**config.mk**
```make
export PLATFORM = sky130hd
export DESIGN_NAME = dcm_match
export DESIGN_NICKNAME = d
export VERILOG_FILES = /design/src/rtl/dcm_pkg.sv /design/src/rtl/dcm_match.sv
export SDC_FILE = /design/constraint.sdc
export NUM_CORES = 1
export LEC_CHECK = 0
export BUFFER_PORTS_ARGS = -buffer_cell sky130_fd_sc_hd__buf_2
export CORE_ASPECT_RATIO = 1.75
export CORE_UTILIZATION = 51
export DETAILED_ROUTE_END_ITERATION = 8
export PLACE_DENSITY = 0.86
export SYNTH_ARGS = -nofsm -noshare
export SYNTH_HDL_FRONTEND = slang
export SYNTH_SLANG_ARGS = --single-unit
export TNS_END_PERCENT = 10
```
**constraint.sdc**
```tcl
create_clock -name core_clk -period 2.31 [get_ports core_clk]
set_input_delay 0.3465 -clock core_clk [delete_from_list [all_inputs] [get_ports core_clk]]
set_output_delay 0.3465 -clock core_clk [all_outputs]
set_load 0.005 [all_outputs]
```
**src/rtl/dcm_pkg.sv**
```systemverilog
// Purpose: shared constants and carriers for the debug comparator match block
// Assumes: register bus is AXI4-Lite, 32-bit data, one 8-bit register per aligned word
// Notes: register indices are word indices; byte address is four times the index
package dcm_pkg;
   // ***************************************
   // register indices and addressing
   // ***************************************
   localparam logic [5:0] MAIN_CTRL_IDX = 6'h20;
   localparam logic [5:0] MATCH_FLAGS_IDX = 6'h27;
   localparam logic [5:0] CMP_CTRL_IDX = 6'h28;
   localparam logic [5:0] CMP_ADDR_HI_IDX = 6'h29;
   localparam logic [5:0] CMP_ADDR_MID_IDX = 6'h2A;
   localparam logic [5:0] CMP_ADDR_LO_IDX = 6'h2B;
   localparam logic [5:0] CMP_DATA_HI_IDX = 6'h2C;
   localparam logic [5:0] CMP_DATA_LO_IDX = 6'h2D;
   localparam logic [5:0] CMP_MASK_HI_IDX = 6'h2E;
   localparam logic [5:0] CMP_MASK_LO_IDX = 6'h2F;
   localparam int AXI_ADDR_W = 8;
   // ***************************************
   // field positions
   // ***************************************
   localparam int MAIN_ARM_BIT = 7;
   localparam int MAIN_BRK_EN_BIT = 4;
   localparam int CTL_SIZE_EN_BIT = 7;
   localparam int CTL_SIZE_VAL_BIT = 6;
   localparam int CTL_TAG_BIT = 5;
   localparam int CTL_BREAK_BIT = 4;
   localparam int CTL_DIR_VAL_BIT = 3;
   localparam int CTL_DIR_EN_BIT = 2;
   localparam int CTL_NDB_BIT = 1;
   localparam int CTL_ON_BIT = 0;
   localparam int NUM_CHAN = 3;
   // ***************************************
   // codes and reset values
   // ***************************************
   localparam logic [1:0] WIN_COMP_A = 2'h0;
   localparam logic [1:0] WIN_COMP_B = 2'h1;
   localparam logic [1:0] WIN_COMP_C = 2'h2;
   localparam logic [1:0] WIN_FLAGS = 2'h3;
   localparam logic [7:0] CTL_WMASK_A = 8'hFF;
   localparam logic [7:0] CTL_WMASK_BC = 8'hFD;
   localparam logic [7:0] REG_RESET = 8'h00;
   localparam logic [1:0] RESP_OKAY = 2'h0;
   localparam logic [1:0] RESP_SLVERR = 2'h2;
   // ***************************************
   // carriers
   // ***************************************
   typedef struct packed {
      logic valid;
      logic read;
      logic byteSize;
      logic [17:0] addr;
      logic [15:0] data;
   } dcm_core_bus_t;
   typedef struct packed {
      logic valid;
      logic [17:0] addr;
   } dcm_exec_t;
   typedef struct packed {
      logic [2:0] match;
      logic [2:0] first;
      logic breakpoint;
      logic traceStop;
      logic armed;
   } dcm_event_t;
endpackage

```
**src/rtl/dcm_match.sv**
```systemverilog
// Purpose: three address comparators, A also comparing data, with sticky match flags behind a banked window
// Assumes: core bus and execute inputs come from logic on core_clk
// Notes: sequencer tables and trace buffer live elsewhere; breakpoint and trace stop events are generated here
`timescale 1ns/10ps
`default_nettype none
// Behaviour
// - flag register shows at index 0x27 only when window select is 11; writes ignored
// - three sticky flags, one per channel, set on session match until next arm
// - software cannot clear flags; only arming clears them, so they survive the session
// - flags set independently; repeat matches leave a set flag unchanged
// - one shared eight-byte window; A has all bytes, B and C four
// - unimplemented window bytes read zero and drop writes
// - control at 0x28, address high 0x29, middle 0x2A, low 0x2B for each comparator
// - comparator A data compare at 0x2C/0x2D, data mask at 0x2E/0x2F
// - window select 00/01/10 picks A/B/C; writes only while not armed
// - bits 7 and 6 are size enable and size value for A and B only
// - size enable with tag clear: value 0 needs word, 1 needs byte access
// - tag clear matches immediately; tag set matches when opcode reaches execution
// - break bit match ends session: breakpoint, trace stop, disarm
// - immediate breakpoint only when module breakpoint enable is set
// - direction enable 0 ignores direction; 1 with value 0 writes, 1 reads
// - direction enabled and bus direction differs: no match
// - tag set ignores size, direction and data inversion settings
// - comparator A inversion bit: 0 match equality, 1 match difference
// - comparator with enable bit clear never matches
// - simultaneous matches: lowest-numbered channel reported first
// - data compare bit used only where mask bit is 1
// - every address bit compared; high byte holds address bits 17 and 16
module dcm_match
(
   // clock and reset
   input wire logic core_clk,
   input wire logic rst,
   // axi4-lite write address and data
   input wire logic [dcm_pkg::AXI_ADDR_W-1:0] s_axi_awaddr,
   input wire logic s_axi_awvalid,
   output logic s_axi_awready,
   input wire logic [31:0] s_axi_wdata,
   input wire logic [3:0] s_axi_wstrb,
   input wire logic s_axi_wvalid,
   output logic s_axi_wready,
   // axi4-lite write response
   output logic [1:0] s_axi_bresp,
   output logic s_axi_bvalid,
   input wire logic s_axi_bready,
   // axi4-lite read
   input wire logic [dcm_pkg::AXI_ADDR_W-1:0] s_axi_araddr,
   input wire logic s_axi_arvalid,
   output logic s_axi_arready,
   output logic [31:0] s_axi_rdata,
   output logic [1:0] s_axi_rresp,
   output logic s_axi_rvalid,
   input wire logic s_axi_rready,
   // core side
   input wire dcm_pkg::dcm_core_bus_t coreBus,
   input wire dcm_pkg::dcm_exec_t coreExec,
   // events to sequencer
   output dcm_pkg::dcm_event_t debugEvent
);
   import dcm_pkg::*;

   logic awReadyReg;
   logic bValidReg;
   logic [1:0] bRespReg;
   logic arReadyReg;
   logic rValidReg;
   logic [1:0] rRespReg;
   logic [31:0] rDataReg;
   logic [7:0] ctrlReg [NUM_CHAN];
   logic [1:0] addrHiReg [NUM_CHAN];
   logic [7:0] addrMidReg [NUM_CHAN];
   logic [7:0] addrLoReg [NUM_CHAN];
   logic [15:0] dataCmpReg;
   logic [15:0] dataMaskReg;
   logic [1:0] winSelReg;
   logic brkEnReg;
   logic armedReg;
   logic [2:0] flagsReg;
   logic [2:0] flagsNext;
   dcm_event_t eventReg;
   logic [2:0] chanHit;
   logic [2:0] sessionHit;
   logic wrFire;
   logic rdFire;
   logic [5:0] wrIdx;
   logic [5:0] rdIdx;
   logic [7:0] wrByte;
   logic armWr;
   logic cmpWrOk;
   logic breakHit;
   logic [7:0] rdByte;
   logic rdMapped;

   // ***************************************
   // helpers
   // ***************************************
   function automatic logic [5:0] regIndex(input logic [AXI_ADDR_W-1:0] a);
      regIndex = a[7:2];
   endfunction

   function automatic logic isMapped(input logic [AXI_ADDR_W-1:0] a);
      logic [5:0] idx;
      idx = a[7:2];
      isMapped = (a[1:0] == 2'h0) && (idx == MAIN_CTRL_IDX || (idx >= MATCH_FLAGS_IDX && idx <= CMP_MASK_LO_IDX));
   endfunction

   function automatic logic [2:0] lowestOne(input logic [2:0] v);
      lowestOne = v & ~(v - 3'h1);
   endfunction

   // one comparator; hasSize and hasData say which optional parts this channel owns
   function automatic logic chanMatch(input logic [7:0] ctl, input logic [17:0] cmpAddr, input logic hasSize,
                                      input logic hasData, input logic [15:0] dCmp, input logic [15:0] dMask,
                                      input dcm_core_bus_t bus, input dcm_exec_t ex);
      logic sizeOk;
      logic dirOk;
      logic dataEq;
      logic dataOk;
      sizeOk = !hasSize || !ctl[CTL_SIZE_EN_BIT] || (ctl[CTL_SIZE_VAL_BIT] == bus.byteSize);
      dirOk = !ctl[CTL_DIR_EN_BIT] || (ctl[CTL_DIR_VAL_BIT] == bus.read);
      dataEq = ((bus.data ^ dCmp) & dMask) == 16'h0000;
      dataOk = !hasData || (ctl[CTL_NDB_BIT] ? !dataEq : dataEq);
      if (!ctl[CTL_ON_BIT])
      begin
         chanMatch = 1'b0;
      end
      else if (ctl[CTL_TAG_BIT])
      begin
         // tagged: only execution of the opcode at the compare address counts
         chanMatch = ex.valid && (ex.addr == cmpAddr);
      end
      else
      begin
         chanMatch = bus.valid && (bus.addr == cmpAddr) && sizeOk && dirOk && dataOk;
      end
   endfunction

   // ***************************************
   // bus slave
   // ***************************************
   assign wrFire = s_axi_awvalid && s_axi_wvalid && awReadyReg;
   assign rdFire = s_axi_arvalid && arReadyReg;
   assign wrIdx = regIndex(s_axi_awaddr);
   assign rdIdx = regIndex(s_axi_araddr);
   assign wrByte = s_axi_wdata[7:0];
   assign armWr = wrFire && s_axi_wstrb[0] && isMapped(s_axi_awaddr) && wrIdx == MAIN_CTRL_IDX
                  && wrByte[MAIN_ARM_BIT];
   // comparator bytes are frozen for the whole session
   assign cmpWrOk = wrFire && s_axi_wstrb[0] && !armedReg && isMapped(s_axi_awaddr);

   always_ff @(posedge core_clk)
   begin
      if (rst)
      begin
         awReadyReg <= 1'b0;
         bValidReg <= 1'b0;
         bRespReg <= RESP_OKAY;
      end
      else
      begin
         awReadyReg <= s_axi_awvalid && s_axi_wvalid && !awReadyReg && !bValidReg;
         if (wrFire)
         begin
            bValidReg <= 1'b1;
            bRespReg <= isMapped(s_axi_awaddr) ? RESP_OKAY : RESP_SLVERR;
         end
         else if (s_axi_bready)
         begin
            bValidReg <= 1'b0;
         end
      end
   end

   always_comb
   begin
      rdMapped = isMapped(s_axi_araddr);
      rdByte = 8'h00;
      unique case (rdIdx)
         MAIN_CTRL_IDX: rdByte = {armedReg, 2'h0, brkEnReg, 2'h0, winSelReg};
         MATCH_FLAGS_IDX: rdByte = (winSelReg == WIN_FLAGS) ? {5'h00, flagsReg} : 8'h00;
         CMP_CTRL_IDX: rdByte = (winSelReg == WIN_FLAGS) ? 8'h00 : ctrlReg[winSelReg];
         CMP_ADDR_HI_IDX: rdByte = (winSelReg == WIN_FLAGS) ? 8'h00 : {6'h00, addrHiReg[winSelReg]};
         CMP_ADDR_MID_IDX: rdByte = (winSelReg == WIN_FLAGS) ? 8'h00 : addrMidReg[winSelReg];
         CMP_ADDR_LO_IDX: rdByte = (winSelReg == WIN_FLAGS) ? 8'h00 : addrLoReg[winSelReg];
         CMP_DATA_HI_IDX: rdByte = (winSelReg == WIN_COMP_A) ? dataCmpReg[15:8] : 8'h00;
         CMP_DATA_LO_IDX: rdByte = (winSelReg == WIN_COMP_A) ? dataCmpReg[7:0] : 8'h00;
         CMP_MASK_HI_IDX: rdByte = (winSelReg == WIN_COMP_A) ? dataMaskReg[15:8] : 8'h00;
         CMP_MASK_LO_IDX: rdByte = (winSelReg == WIN_COMP_A) ? dataMaskReg[7:0] : 8'h00;
         default: rdByte = 8'h00;
      endcase
      if (!rdMapped)
      begin
         rdByte = 8'h00;
      end
   end

   always_ff @(posedge core_clk)
   begin
      if (rst)
      begin
         arReadyReg <= 1'b0;
         rValidReg <= 1'b0;
         rRespReg <= RESP_OKAY;
         rDataReg <= 32'h00000000;
      end
      else
      begin
         arReadyReg <= s_axi_arvalid && !arReadyReg && !rValidReg;
         if (rdFire)
         begin
            rValidReg <= 1'b1;
            rDataReg <= {24'h000000, rdByte};
            rRespReg <= rdMapped ? RESP_OKAY : RESP_SLVERR;
         end
         else if (s_axi_rready)
         begin
            rValidReg <= 1'b0;
         end
      end
   end

   // ***************************************
   // main control: window select, breakpoint enable, arm
   // ***************************************
   always_ff @(posedge core_clk)
   begin
      if (rst)
      begin
         winSelReg <= WIN_COMP_A;
         brkEnReg <= 1'b0;
         armedReg <= 1'b0;
      end
      else
      begin
         if (wrFire && s_axi_wstrb[0] && isMapped(s_axi_awaddr) && wrIdx == MAIN_CTRL_IDX)
         begin
            winSelReg <= wrByte[1:0];
            brkEnReg <= wrByte[MAIN_BRK_EN_BIT];
            armedReg <= wrByte[MAIN_ARM_BIT];
         end
         else if (breakHit)
         begin
            armedReg <= 1'b0;
         end
      end
   end

   // ***************************************
   // comparator register bank
   // ***************************************
   always_ff @(posedge core_clk)
   begin
      if (rst)
      begin
         for (int i = 0; i < NUM_CHAN; i++)
         begin
            ctrlReg[i] <= REG_RESET;
            addrHiReg[i] <= 2'h0;
            addrMidReg[i] <= REG_RESET;
            addrLoReg[i] <= REG_RESET;
         end
         dataCmpReg <= 16'h0000;
         dataMaskReg <= 16'h0000;
      end
      else if (cmpWrOk && winSelReg != WIN_FLAGS)
      begin
         // flag index is read-only: no branch for it, so writes there vanish
         unique case (wrIdx)
            CMP_CTRL_IDX: ctrlReg[winSelReg] <= wrByte & ((winSelReg == WIN_COMP_A) ? CTL_WMASK_A : CTL_WMASK_BC);
            CMP_ADDR_HI_IDX: addrHiReg[winSelReg] <= wrByte[1:0];
            CMP_ADDR_MID_IDX: addrMidReg[winSelReg] <= wrByte;
            CMP_ADDR_LO_IDX: addrLoReg[winSelReg] <= wrByte;
            CMP_DATA_HI_IDX: if (winSelReg == WIN_COMP_A) dataCmpReg[15:8] <= wrByte;
            CMP_DATA_LO_IDX: if (winSelReg == WIN_COMP_A) dataCmpReg[7:0] <= wrByte;
            CMP_MASK_HI_IDX: if (winSelReg == WIN_COMP_A) dataMaskReg[15:8] <= wrByte;
            CMP_MASK_LO_IDX: if (winSelReg == WIN_COMP_A) dataMaskReg[7:0] <= wrByte;
            default: ;
         endcase
      end
   end

   // ***************************************
   // matching and session events
   // ***************************************
   always_comb
   begin
      for (int i = 0; i < NUM_CHAN; i++)
      begin
         // channel 2 stores bits 7:6 but nothing reads them there, so it has no size check
         chanHit[i] = chanMatch(ctrlReg[i], {addrHiReg[i], addrMidReg[i], addrLoReg[i]}, i != 2, i == 0,
                                dataCmpReg, dataMaskReg, coreBus, coreExec);
      end
   end

   assign sessionHit = armedReg ? chanHit : 3'h0;
   assign breakHit = |(sessionHit & {ctrlReg[2][CTL_BREAK_BIT], ctrlReg[1][CTL_BREAK_BIT],
                                     ctrlReg[0][CTL_BREAK_BIT]});
   // a session match in the cycle of an arm write made while already armed still lands, the set wins over the clear
   assign flagsNext = (armWr ? 3'h0 : flagsReg) | sessionHit;

   always_ff @(posedge core_clk)
   begin
      if (rst)
      begin
         flagsReg <= 3'h0;
      end
      else
      begin
         flagsReg <= flagsNext;
      end
   end

   always_ff @(posedge core_clk)
   begin
      if (rst)
      begin
         eventReg <= '0;
      end
      else
      begin
         eventReg.match <= sessionHit;
         eventReg.first <= lowestOne(sessionHit);
         eventReg.breakpoint <= breakHit && brkEnReg;
         eventReg.traceStop <= breakHit;
         eventReg.armed <= armedReg;
      end
   end

   assign s_axi_awready = awReadyReg;
   assign s_axi_wready = awReadyReg;
   assign s_axi_bvalid = bValidReg;
   assign s_axi_bresp = bRespReg;
   assign s_axi_arready = arReadyReg;
   assign s_axi_rvalid = rValidReg;
   assign s_axi_rresp = rRespReg;
   assign s_axi_rdata = rDataReg;
   assign debugEvent = eventReg;

   // ***************************************
   // checks
   // ***************************************
   flags_no_clear_a: assert property (
      @(posedge core_clk) disable iff (rst) !armWr |=> ((flagsReg & $past(flagsReg)) == $past(flagsReg)))
      else $error("match flags dropped without arming");

   flag_set_a: assert property (
      @(posedge core_clk) disable iff (rst) sessionHit[1] |=> flagsReg[1] && eventReg.match[1])
      else $error("session match did not set its flag");

   flag_window_a: assert property (
      @(posedge core_clk) disable iff (rst)
      rdFire && s_axi_araddr == {MATCH_FLAGS_IDX, 2'h0} && winSelReg == WIN_FLAGS
      |=> s_axi_rvalid && s_axi_rdata[2:0] == $past(flagsReg) && s_axi_rdata[31:3] == 29'h0)
      else $error("flag register read wrong");

   unimpl_zero_a: assert property (
      @(posedge core_clk) disable iff (rst)
      rdFire && s_axi_araddr == {CMP_MASK_HI_IDX, 2'h0} && winSelReg != WIN_COMP_A |=> s_axi_rdata == 32'h0)
      else $error("unimplemented byte did not read zero");

   armed_freeze_a: assert property (
      @(posedge core_clk) disable iff (rst)
      armedReg && wrFire |=> ctrlReg[0] == $past(ctrlReg[0]) && addrLoReg[0] == $past(addrLoReg[0]))
      else $error("comparator written while armed");

   off_no_match_a: assert property (
      @(posedge core_clk) disable iff (rst) !ctrlReg[2][CTL_ON_BIT] |=> !eventReg.match[2])
      else $error("disabled comparator matched");

   dir_mismatch_a: assert property (
      @(posedge core_clk) disable iff (rst)
      ctrlReg[1][CTL_DIR_EN_BIT] && !ctrlReg[1][CTL_TAG_BIT] && coreBus.read != ctrlReg[1][CTL_DIR_VAL_BIT]
      |=> !eventReg.match[1])
      else $error("direction mismatch still matched");

   break_end_a: assert property (
      @(posedge core_clk) disable iff (rst)
      breakHit && !(wrFire && wrIdx == MAIN_CTRL_IDX) |=> !armedReg && eventReg.traceStop ##1 !eventReg.traceStop)
      else $error("break match did not end session");

   brk_gate_a: assert property (
      @(posedge core_clk) disable iff (rst) eventReg.breakpoint |-> $past(brkEnReg) && eventReg.traceStop)
      else $error("breakpoint without module enable");

   low_first_a: assert property (
      @(posedge core_clk) disable iff (rst) eventReg.match[0] |-> eventReg.first == 3'h1)
      else $error("lowest channel not reported first");
endmodule
`default_nettype wire

```
# Word level (Yosys, flattened, before mapping)
# Memory sizes are Yosys's and may differ from the RTL's. A register that Yosys moved wholly into a read port is not among the register bits.
# Index checks and enable logic that the tools add are counted.
# W data, S select, Z words.
[totals] n_memories=4 register_bits=64 ramBits=78 input_bits=115
[op_classes] order_cmp=4 bitwise_logic=7 muxes=67 eq_ne=32 reduce_logical=65 addsub=1
[mem_list] name="addrLoReg" words=3 width=8 read_ports=4 rd_ports_with_merged_regs=1 wr=3 line="dcm_match.sv:72" text="logic [7:0] addrLoReg [NUM_CHAN];"
[mem_list] name="addrMidReg" words=3 width=8 read_ports=4 rd_ports_with_merged_regs=1 wr=3 line="dcm_match.sv:71" text="logic [7:0] addrMidReg [NUM_CHAN];"
[mem_list] name="ctrlReg" words=3 width=8 read_ports=4 rd_ports_with_merged_regs=1 wr=3 line="dcm_match.sv:69" text="logic [7:0] ctrlReg [NUM_CHAN];"
[mem_list] name="addrHiReg" words=3 width=2 read_ports=4 rd_ports_with_merged_regs=1 wr=3 line="dcm_match.sv:70" text="logic [1:0] addrHiReg [NUM_CHAN];"
[op_table] op="$eq A6 B6 Y1 const B" n=19
[op_table] op="$eq A18 B18 Y1" n=6
[op_table] op="$mux W8" n=11
[op_table] op="$pmux W8 S10" n=1
[op_table] op="$mux W1" n=35
[op_table] op="$mux W2" n=17
[op_table] op="$logic_and A1 B1 Y1" n=31
[op_table] op="$reduce_or A8 Y1" n=3
[op_table] op="$and A16 B16 Y16" n=1
[op_table] op="$logic_not A16 Y1" n=1
[op_table] op="$xor A16 B16 Y16" n=1
[op_table] op="$ge A6 B6 Y1 const B" n=2
[op_table] op="$le A6 B6 Y1 const B" n=2
[op_table] op="$reduce_and A3 Y1" n=4
[op_table] op="$logic_not A1 Y1" n=11
[op_table] op="$mux W3" n=3
[op_table] op="$and A8 B8 Y8" n=1
[op_table] op="$logic_or A1 B1 Y1" n=7
[op_table] op="$and A3 B3 Y3" n=2
[op_table] op="$logic_not A2 Y1" n=3
[op_table] op="$reduce_bool A2 Y1" n=3
[op_table] op="$eq A1 B1 Y1" n=5
[op_table] op="$not A3 Y3" n=1
[op_table] op="$or A3 B3 Y3" n=1
[op_table] op="other kinds (5)" n=5

# Depth between registers and ports, before layout
# Gate-level depths: netlist (run 1).
[depth] ltp_word=13 depth_mapped=10

# Worst setup path after synthesis (run 1)
# OpenSTA, ideal clock, no wires.
[synth_timing] path_type="input port to flip-flop" startpoint="in s_axi_awaddr[6] (netlist bit)" endpoint="mem addrMidReg[1][0], enable pin" required_ns=2.001 t_arrival_ns=1.990 setup_ns=0.309 path_stages=7 slack_ns=0.010 cell_sequence="nor4b_1 o31a_2 nand3_2 nor4_1 nand3b_1 nor2_1 or2_2"
[synth_rtl] item="start: declaration" line="dcm_match.sv:35" text="input wire logic [dcm_pkg::AXI_ADDR_W-1:0] s_axi_awaddr,"
[synth_rtl] item="end: declaration" line="dcm_match.sv:71"

==> metrics.txt, run 1 <==
Register-to-Register Path Depth 9; post-route worst hold slack 159 ps; final estimated routing congestion in global placement 0.974; synthesized area 8930 um2; share of synthesized area occupied by flip-flops and latches 49.1%; run status finished with violations; RSZ-0062 raised after global routing true; Yosys warning count 0; total number of placement rows 63; detail-routed net length per standard cell 22.6 um; sequential cell area 4390 um2; number of enable flip-flop cells after synthesis 104; violations in the final reports setup timing; final count of negative-setup-slack endpoints 3; Ports 165; post-route insts no fill 1226; startpoint of the worst setup timing path addrHiReg[0][0]; number of buffers added by the clock tree synthesis step 17; hpwl dp 21.0 mm; R2R Path Start addrHiReg[0][0]; Slew Viols, Final 0; Main synth FF type sky130_fd_sc_hd__edfxtp_1; count of distinct cell types in the synthesized netlist 54; crit start category flip-flop; leading cell type in the layout, fill and taps excluded sky130_fd_sc_hd__buf_2; vias after detailed routing 7167; number of nets in the final layout 1100; share of layout cells above drive strength 1 28.9%; drc violations 0; leakage dissipation 0.00435 uW; count of maximum capacitance violations 0; cell at the root of the clock tree sky130_fd_sc_hd__clkbuf_16; final worst-path setup slack -68.1 ps; DIE HEIGHT 177 um; worst hold path startpoint s_axi_wvalid; relative max-transition margin 52.6%; endpoint of the most critical register-to-register path debugEvent[2]; H-Tree Level Count 4; Worst Max-Slew Pin Slew 711 ps; Async S/R FF share, synth 0%; peak fanout along the critical path 2; total iterations of the first detailed-routing run 7; Initial Util 52.4%; final core utilization 64.2%; multi-input gate area in the final layout 4420 um2; post-synthesis instance total 777; total power divided by cell area 615 nW/um2; peak ir drop on the vdd network 0.556 mV; synthesis-to-layout area growth 22.4%; vias per std cell 5.85; final count of hold timing violations 0; CTS tree built; number of nets still failing antenna checks after routing 0; minimum period implied by the final worst setup slack 2380 ps; syn avg cell area 11.5 um2; Max clock buf depth 2; GR Overflow Total 0; largest net degree at the start of global routing 68; clock skew after layout 10.4 ps; total detailed-routing wirelength 27.7 mm; # port buffers 111; required arrival time at the worst endpoint 2630 ps; capturing element of the worst setup path debugEvent[2]; area of the core 17000 um2; total global routing track utilization 32.1%; worst hold-check path type in2reg; via count of the first global-routing pass 7183; worst-case register-to-register setup slack -70 ps; number of DRC markers in iteration 0 713; total die area 18100 um2; clock edge transition at the registers on the reported setup and hold paths 70 ps; worst skew pair latency 430 ps; antenna violations before repair 1; Fmax 421 MHz; Filler cells 1308; commonest cells after routing, fill and taps aside sky130_fd_sc_hd__buf_2 (111), sky130_fd_sc_hd__edfxtp_1 (104), sky130_fd_sc_hd__xor2_1 (82), sky130_fd_sc_hd__buf_4 (82), sky130_fd_sc_hd__and2_1 (70); post-placement cell count 1190; number of flip-flops and latches in the synthesized netlist 167; worst setup path category reg2reg; global-route wire length before repair 41.1 mm; die span in x 102 um; Clock Sinks 167; final worst path period share 103%; arrival time reported for the critical path endpoint 2700 ps; critical path endpoint category flip-flop
layout make-up:
type,count,area share (%)
clock inverter,14,1.27
multi-input combinational,596,40.4
tap,227,2.60
antenna,1,0.0229
timing repair buffer,197,11.4
sequential,167,40.1
clock buffer,18,3.93
inverter,6,0.206
metrics by stage:
| stage | TNS (ps) | instance area, um2 | worst slack [ps] | power [uW] |
|---|---|---|---|---|
| global route | -380 | 10900 | -80.3 | 6870 |
| finish | -102 | 10900 | -68.1 | 6720 |
| detailed placement | -17040 | 10300 | -257 | 4000 |
| floorplan | 0 | 9130 | 10.2 | 3690 |
| CTS | 0 | 10800 | 17.5 | 6690 |
| global placement | -8940 | 10300 | -167 | 3990 |
synthesized netlist by cell type (4+ instances only):
cell                       number  area share (%)
sky130_fd_sc_hd__nand4_1       17             1.2
sky130_fd_sc_hd__nor4_1        19             1.3
sky130_fd_sc_hd__a22oi_1       23             1.9
sky130_fd_sc_hd__nand2_1       35             1.5
sky130_fd_sc_hd__dfxtp_1       63              14
sky130_fd_sc_hd__nor3b_1        6            0.50
sky130_fd_sc_hd__a21oi_1       23             1.3
sky130_fd_sc_hd__nand2b_1       6            0.42
sky130_fd_sc_hd__xnor2_1       47             4.6
sky130_fd_sc_hd__edfxtp_1     104              35
sky130_fd_sc_hd__nor2_1        63             2.6
sky130_fd_sc_hd__mux2i_1       35             3.9
sky130_fd_sc_hd__buf_2          8            0.45
sky130_fd_sc_hd__buf_4         30             2.5
sky130_fd_sc_hd__and2_1        70             4.9
sky130_fd_sc_hd__xor2_1        82             8.0
sky130_fd_sc_hd__and3_1         4            0.28
sky130_fd_sc_hd__o21ai_0        7            0.39
sky130_fd_sc_hd__nand3_1       12            0.67
sky130_fd_sc_hd__clkbuf_1      19            0.80
sky130_fd_sc_hd__or2_2         10            0.70
sky130_fd_sc_hd__nor3_1         8            0.45
sky130_fd_sc_hd__inv_1          6            0.25
sky130_fd_sc_hd__a221o_1        5            0.56
sky130_fd_sc_hd__mux4_2        28             7.1
cells by family (layout without fill, tap and decap cells):
family	after synthesis	count (layout)	synth area share, %
compound gates	75	75	5.77
xor+xnor	129	129	12.7
buf+inv	67	235	4.41
flops	167	167	49.1
mux	66	66	11.4
other cells	1	55	0.0420
simple gates	272	272	16.7
worst min-delay path by stage:
stage / end / slack [ps] / cells past startpoint
floorplan: flagsReg[0] / 440 / 2
global placement: s_axi_awready / 430 / 1
detailed placement: s_axi_awready / 440 / 1
CTS: s_axi_awready / 150 / 3
global route: s_axi_awready / 160 / 3
finish: s_axi_awready / 160 / 3
critical path, stage by stage, from the launching register on:
cell	delay, ps
sky130_fd_sc_hd__edfxtp_1	460
sky130_fd_sc_hd__xnor2_1	210
sky130_fd_sc_hd__nand4_1	250
sky130_fd_sc_hd__nor4_1	250
sky130_fd_sc_hd__buf_4	170
sky130_fd_sc_hd__nand3_1	110
sky130_fd_sc_hd__a21oi_2	230
sky130_fd_sc_hd__buf_4	160
sky130_fd_sc_hd__o21ai_0	140
sky130_fd_sc_hd__a21oi_1	290
report_power, final:
group | switching [uW] | internal [uW] | leakage [uW]
logic | 376 | 269 | 0.00252
clock network | 1240 | 1510 | 0.000265
registers | 70.6 | 3260 | 0.00156
total | 1690 | 5030 | 0.00435
flip-flops by register name (all words and copies together) (netlist names), 2 cells and up, named ones only:
| register | flops |
|---|---|
| addrLoReg | 32 |
| dataMaskReg | 16 |
| winSelReg | 2 |
| addrMidReg | 32 |
| s_axi_rdata | 8 |
| flagsReg | 3 |
| dataCmpReg | 16 |
| debugEvent | 8 |
| ctrlReg | 32 |
| addrHiReg | 8 |
metal layers:
| metal | GRT usage (%) | vias to the layer above | share of wire [%] |
|---|---|---|---|
| li1 | - | 3142 | - |
| met1 | 33.3 | 3440 | 31 |
| met2 | 56.3 | 463 | 53 |
| met5 | 0 | - | 0 |
| met4 | 24.0 | 0 | 8.4 |
| met3 | 5.73 | 122 | 7.8 |
timing repair:
action	CTS	global route
hold buffers	0	0
endpoints found under the setup margin	4	16
resized for setup	2	9
pin swaps	1	8
setup buffers	0	3
Power figures use the tool's default switching activity.
==> run 2: changes to the inputs <==
--- a/config.mk
+++ b/config.mk
@@ -5,9 +5,13 @@
 export SDC_FILE = /design/constraint.sdc
 export NUM_CORES = 1
 export LEC_CHECK = 0
+export ABC_AREA = 1
+export ABC_CLOCK_PERIOD_IN_PS = 2310
 export BUFFER_PORTS_ARGS = -buffer_cell sky130_fd_sc_hd__buf_2
+export CELL_PAD_IN_SITES_DETAIL_PLACEMENT = 0
+export CELL_PAD_IN_SITES_GLOBAL_PLACEMENT = 1
 export CORE_ASPECT_RATIO = 1.75
-export CORE_UTILIZATION = 51
+export CORE_UTILIZATION = 37
 export DETAILED_ROUTE_END_ITERATION = 8
 export PLACE_DENSITY = 0.86
 export SYNTH_ARGS = -nofsm -noshare
==> run 2 against run 1 <==
  * Final cell count increased by 48%
  * Synthesized cell count increased by 66%
  * Setup slack better by 210 ps
  * Routed wire length increased by 29%
  * The run now ends clean
==> metrics.txt, run 2 <==
run status completed; worst setup path category reg2reg; final count of negative-setup-slack endpoints 0 (-3); Main synth FF type sky130_fd_sc_hd__edfxtp_1; Clock Sinks 167 (unchanged); final worst path period share 93.9% (-9.1 points); Design Area, Final 11500 um2 (+5.5%); share of the synthesized area in the top cell type 32.7% (-2.3 points); GRT Max-Usage Layer met2; worst-case register-to-register setup slack 140 ps (+210 ps); leading cell type in the layout, fill and taps excluded sky130_fd_sc_hd__nand2_1; CTS tree built; number of DRC markers in iteration 0 599 (-16%); die span in x 123 um (+21%); Max clock buf depth 2 (unchanged); combinational cell fraction of total power 10.3% (+0.7 points); total global routing track utilization 28.2% (-3.9 points); registers with the most flip-flops addrLoReg (32), addrMidReg (32), ctrlReg (32); H-Tree Level Count 4 (unchanged); RSZ-0062 raised after global routing false; drc violations 0 (unchanged); relative max-transition margin 53.3% (+0.70 points); count of distinct cell types in the synthesized netlist 39 (-28%); arrival time reported for the critical path endpoint 2510 ps (-190 ps); peak fanout along the critical path 4 (+2); largest net degree at the start of global routing 53 (-22%); crit start category flip-flop; capturing element of the worst setup path debugEvent[4]; commonest cells after routing, fill and taps aside sky130_fd_sc_hd__nand2_1 (289), sky130_fd_sc_hd__nor2_1 (249), sky130_fd_sc_hd__o21ai_0 (137); total iterations of the first detailed-routing run 5 (-2); post-route worst hold slack 135 ps (-23.9 ps); synthesized area 9560 um2 (+7.0%); number of flip-flops and latches in the synthesized netlist 167 (unchanged); # port buffers 111 (unchanged); post-placement cell count 1779 (+49%); worst hold-check path type in2reg; total die area 26500 um2 (+47%); share of layout cells above drive strength 1 15.3% (-14 points); cell at the root of the clock tree sky130_fd_sc_hd__clkbuf_16; number of nets in the final layout 1597 (+45%); switching part of the total power 25.0% (-0.064 points); total detailed-routing wirelength 35.7 mm (+29%); share of synthesized area occupied by flip-flops and latches 45.9% (-3.2 points); global-route wire length before repair 52.9 mm (+29%); area of the core 25300 um2 (+49%); critical path endpoint category flip-flop; detail-routed net length per standard cell 19.7 um (-13%); hpwl dp 28.2 mm (+34%); Reg power frac 49.9% (+0.4 points); required arrival time at the worst endpoint 2650 ps (+20 ps); list of most frequent post-synthesis cells sky130_fd_sc_hd__nand2_1 (289), sky130_fd_sc_hd__nor2_1 (251), sky130_fd_sc_hd__o21ai_0 (137); vias per std cell 5.16 (-12%); Yosys warning count 0 (unchanged); antenna violations before repair 0 (-1); count of maximum capacitance violations 0 (unchanged); startpoint of the worst setup timing path addrMidReg[1][1]; number of buffers inserted by hold repair at cts 0 (unchanged); met1 track demand over resource 27.8% (-5.5 points); total power divided by cell area 579 nW/um2 (-5.9%); number of nets still failing antenna checks after routing 0 (unchanged); Clock Power Share 39.9% (-1.0 points); post-route insts no fill 1811 (+48%); via count of the first global-routing pass 9194 (+28%); Worst Max-Slew Pin Slew 700 ps (-11.3 ps); final estimated routing congestion in global placement 1.05 (+7.4%); Initial Util 37.7% (-15 points); Filler cells 2652 (+100%); synthesis-to-layout area growth 20.7%; total number of placement rows 77 (+22%); DIE HEIGHT 215 um (+21%); final count of hold timing violations 0 (unchanged); syn avg cell area 7.40 um2 (-36%); number of buffers added by the clock tree synthesis step 17 (unchanged); minimum period implied by the final worst setup slack 2170 ps (-209 ps); endpoint of the most critical register-to-register path debugEvent[4]; Async S/R FF share, synth 0% (unchanged); cell type contributing the most total cell area after synthesis sky130_fd_sc_hd__edfxtp_1; leakage dissipation 0.00513 uW (+18%); top cells by area, synth sky130_fd_sc_hd__edfxtp_1 (33%), sky130_fd_sc_hd__dfxtp_1 (13%), sky130_fd_sc_hd__nand2_1 (11%); Cell Int Power 5000 uW (-0.58%); vias after detailed routing 9343 (+30%); post-synthesis instance total 1291 (+66%); clock edge transition at the registers on the reported setup and hold paths 60 ps (about the same); Slew Viols, Final 0 (unchanged); Fmax 461 MHz (+9.6%); dominant cell by count in the synthesized netlist sky130_fd_sc_hd__nand2_1; worst skew pair latency 440 ps (about the same); count of antenna diodes in the layout 0 (-1); R2R Path Start addrMidReg[1][1]; post-detailed-placement cell area 11000 um2 (+6.9%); Ports 165 (unchanged); GR Overflow Total 0 (unchanged); met3 Track Usage GR 4.31% (-1.4 points); switching component of the power 1670 uW (-0.91%); Register-to-Register Path Depth 12 (+3); peak ir drop on the vdd network 0.583 mV (+4.8%); number of enable flip-flop cells after synthesis 104 (unchanged); M2 GR Usage 51.5% (-4.8 points); clock skew after layout 7.94 ps (-2.50 ps)
run 2: changes by cell type in the layout (fill, tap and decap cells not counted), sizes merged, moves of 29 or more:
cell	before	now
xor2	82	22
a21oi	23	85
nor2	64	257
nand2	35	299
xnor2	47	18
and2	70	0
o21ai	7	138
inv	12	128
nand3	13	51
mux2i	35	0
run 2: worst min-delay path by stage:
stage	start	to	slack, ps	cells past startpoint
after CTS	s_axi_wvalid	s_axi_awready	120	3
after global placement	s_axi_rvalid	s_axi_arready	430	1
after floorplan	brkEnReg	debugEvent[2]	430	2
after detailed placement	s_axi_rvalid	s_axi_arready	430	1
final	s_axi_wvalid	s_axi_awready	140	3
after global routing	s_axi_arvalid	s_axi_arready	150	3
run 2: worst max-delay path, stage by stage, from the launching register on:
cell and delay (ps):
sky130_fd_sc_hd__edfxtp_1 580, sky130_fd_sc_hd__inv_1 100, sky130_fd_sc_hd__nand2_1 80, sky130_fd_sc_hd__o21ai_0 70
sky130_fd_sc_hd__nor2_1 80, sky130_fd_sc_hd__nand2_1 50, sky130_fd_sc_hd__nor2_1 290, sky130_fd_sc_hd__nand3_1 160
sky130_fd_sc_hd__nand2_1 160, sky130_fd_sc_hd__nand2_1 100, sky130_fd_sc_hd__nor2_1 120, sky130_fd_sc_hd__inv_1 80
sky130_fd_sc_hd__a21oi_1 190
run 2: cell type report:
class | instances | area (um2) | share of cell area [%]
repair buffers | 175 | 1140 | 9.85
multi-input cells | 988 | 4570 | 39.6
clock buffers | 25 | 508 | 4.40
clock inverters | 7 | 40.0 | 0.347
flip-flops and latches | 167 | 4380 | 38.0
inverters | 133 | 499 | 4.33
well taps | 316 | 395 | 3.43
run 2: routing by layer:
| layer | vias to the layer above | wire, um | share of wire [%] |
|---|---|---|---|
| met1 | 4275 | 12200 | 34 |
| met4 | 0 | 2880 | 8.1 |
| met5 | - | 0 | 0 |
| met3 | 120 | 1810 | 5.1 |
| li1 | 4537 | - | - |
| met2 | 411 | 18800 | 53 |
run 2: kinds of logic (layout without fill, tap and decap cells):
| kind of cell | Yosys count | count (layout) | synth area share (%) |
|---|---|---|---|
| simple gates | 642 | 642 | 27.9 |
| xor+xnor | 40 | 40 | 3.67 |
| other cells | 1 | 54 | 0.0392 |
| compound gates | 252 | 252 | 14.0 |
| flops | 167 | 167 | 45.9 |
| buf+inv | 189 | 340 | 8.55 |
run 2: timing repair:
item,in CTS,in global routing
setup buffers,0,0
gates resized for setup,0,4
endpoints found under the setup margin,0,6
run 2: power groups by stage:
stage	Combinational (uW)	Clock, uW	Sequential, uW
4_1_cts	675	2690	3330
2_1_floorplan	354	0	3360
5_1_grt	749	2790	3340
3_3_place_gp	670	0	3390
6_report	685	2660	3330
3_5_place_dp	672	0	3390
run 2: per-stage QoR:
stage,util (%),total power (uW),setup WS [ps],TNS (ps)
3_3_place_gp,43.3,4060,-125,-6910
5_1_grt,45.5,6880,17.4,0
6_report,45.5,6680,141,0
2_1_floorplan,-,3710,71.0,0
4_1_cts,45.5,6690,78.0,0
3_5_place_dp,43.3,4060,-215,-12870
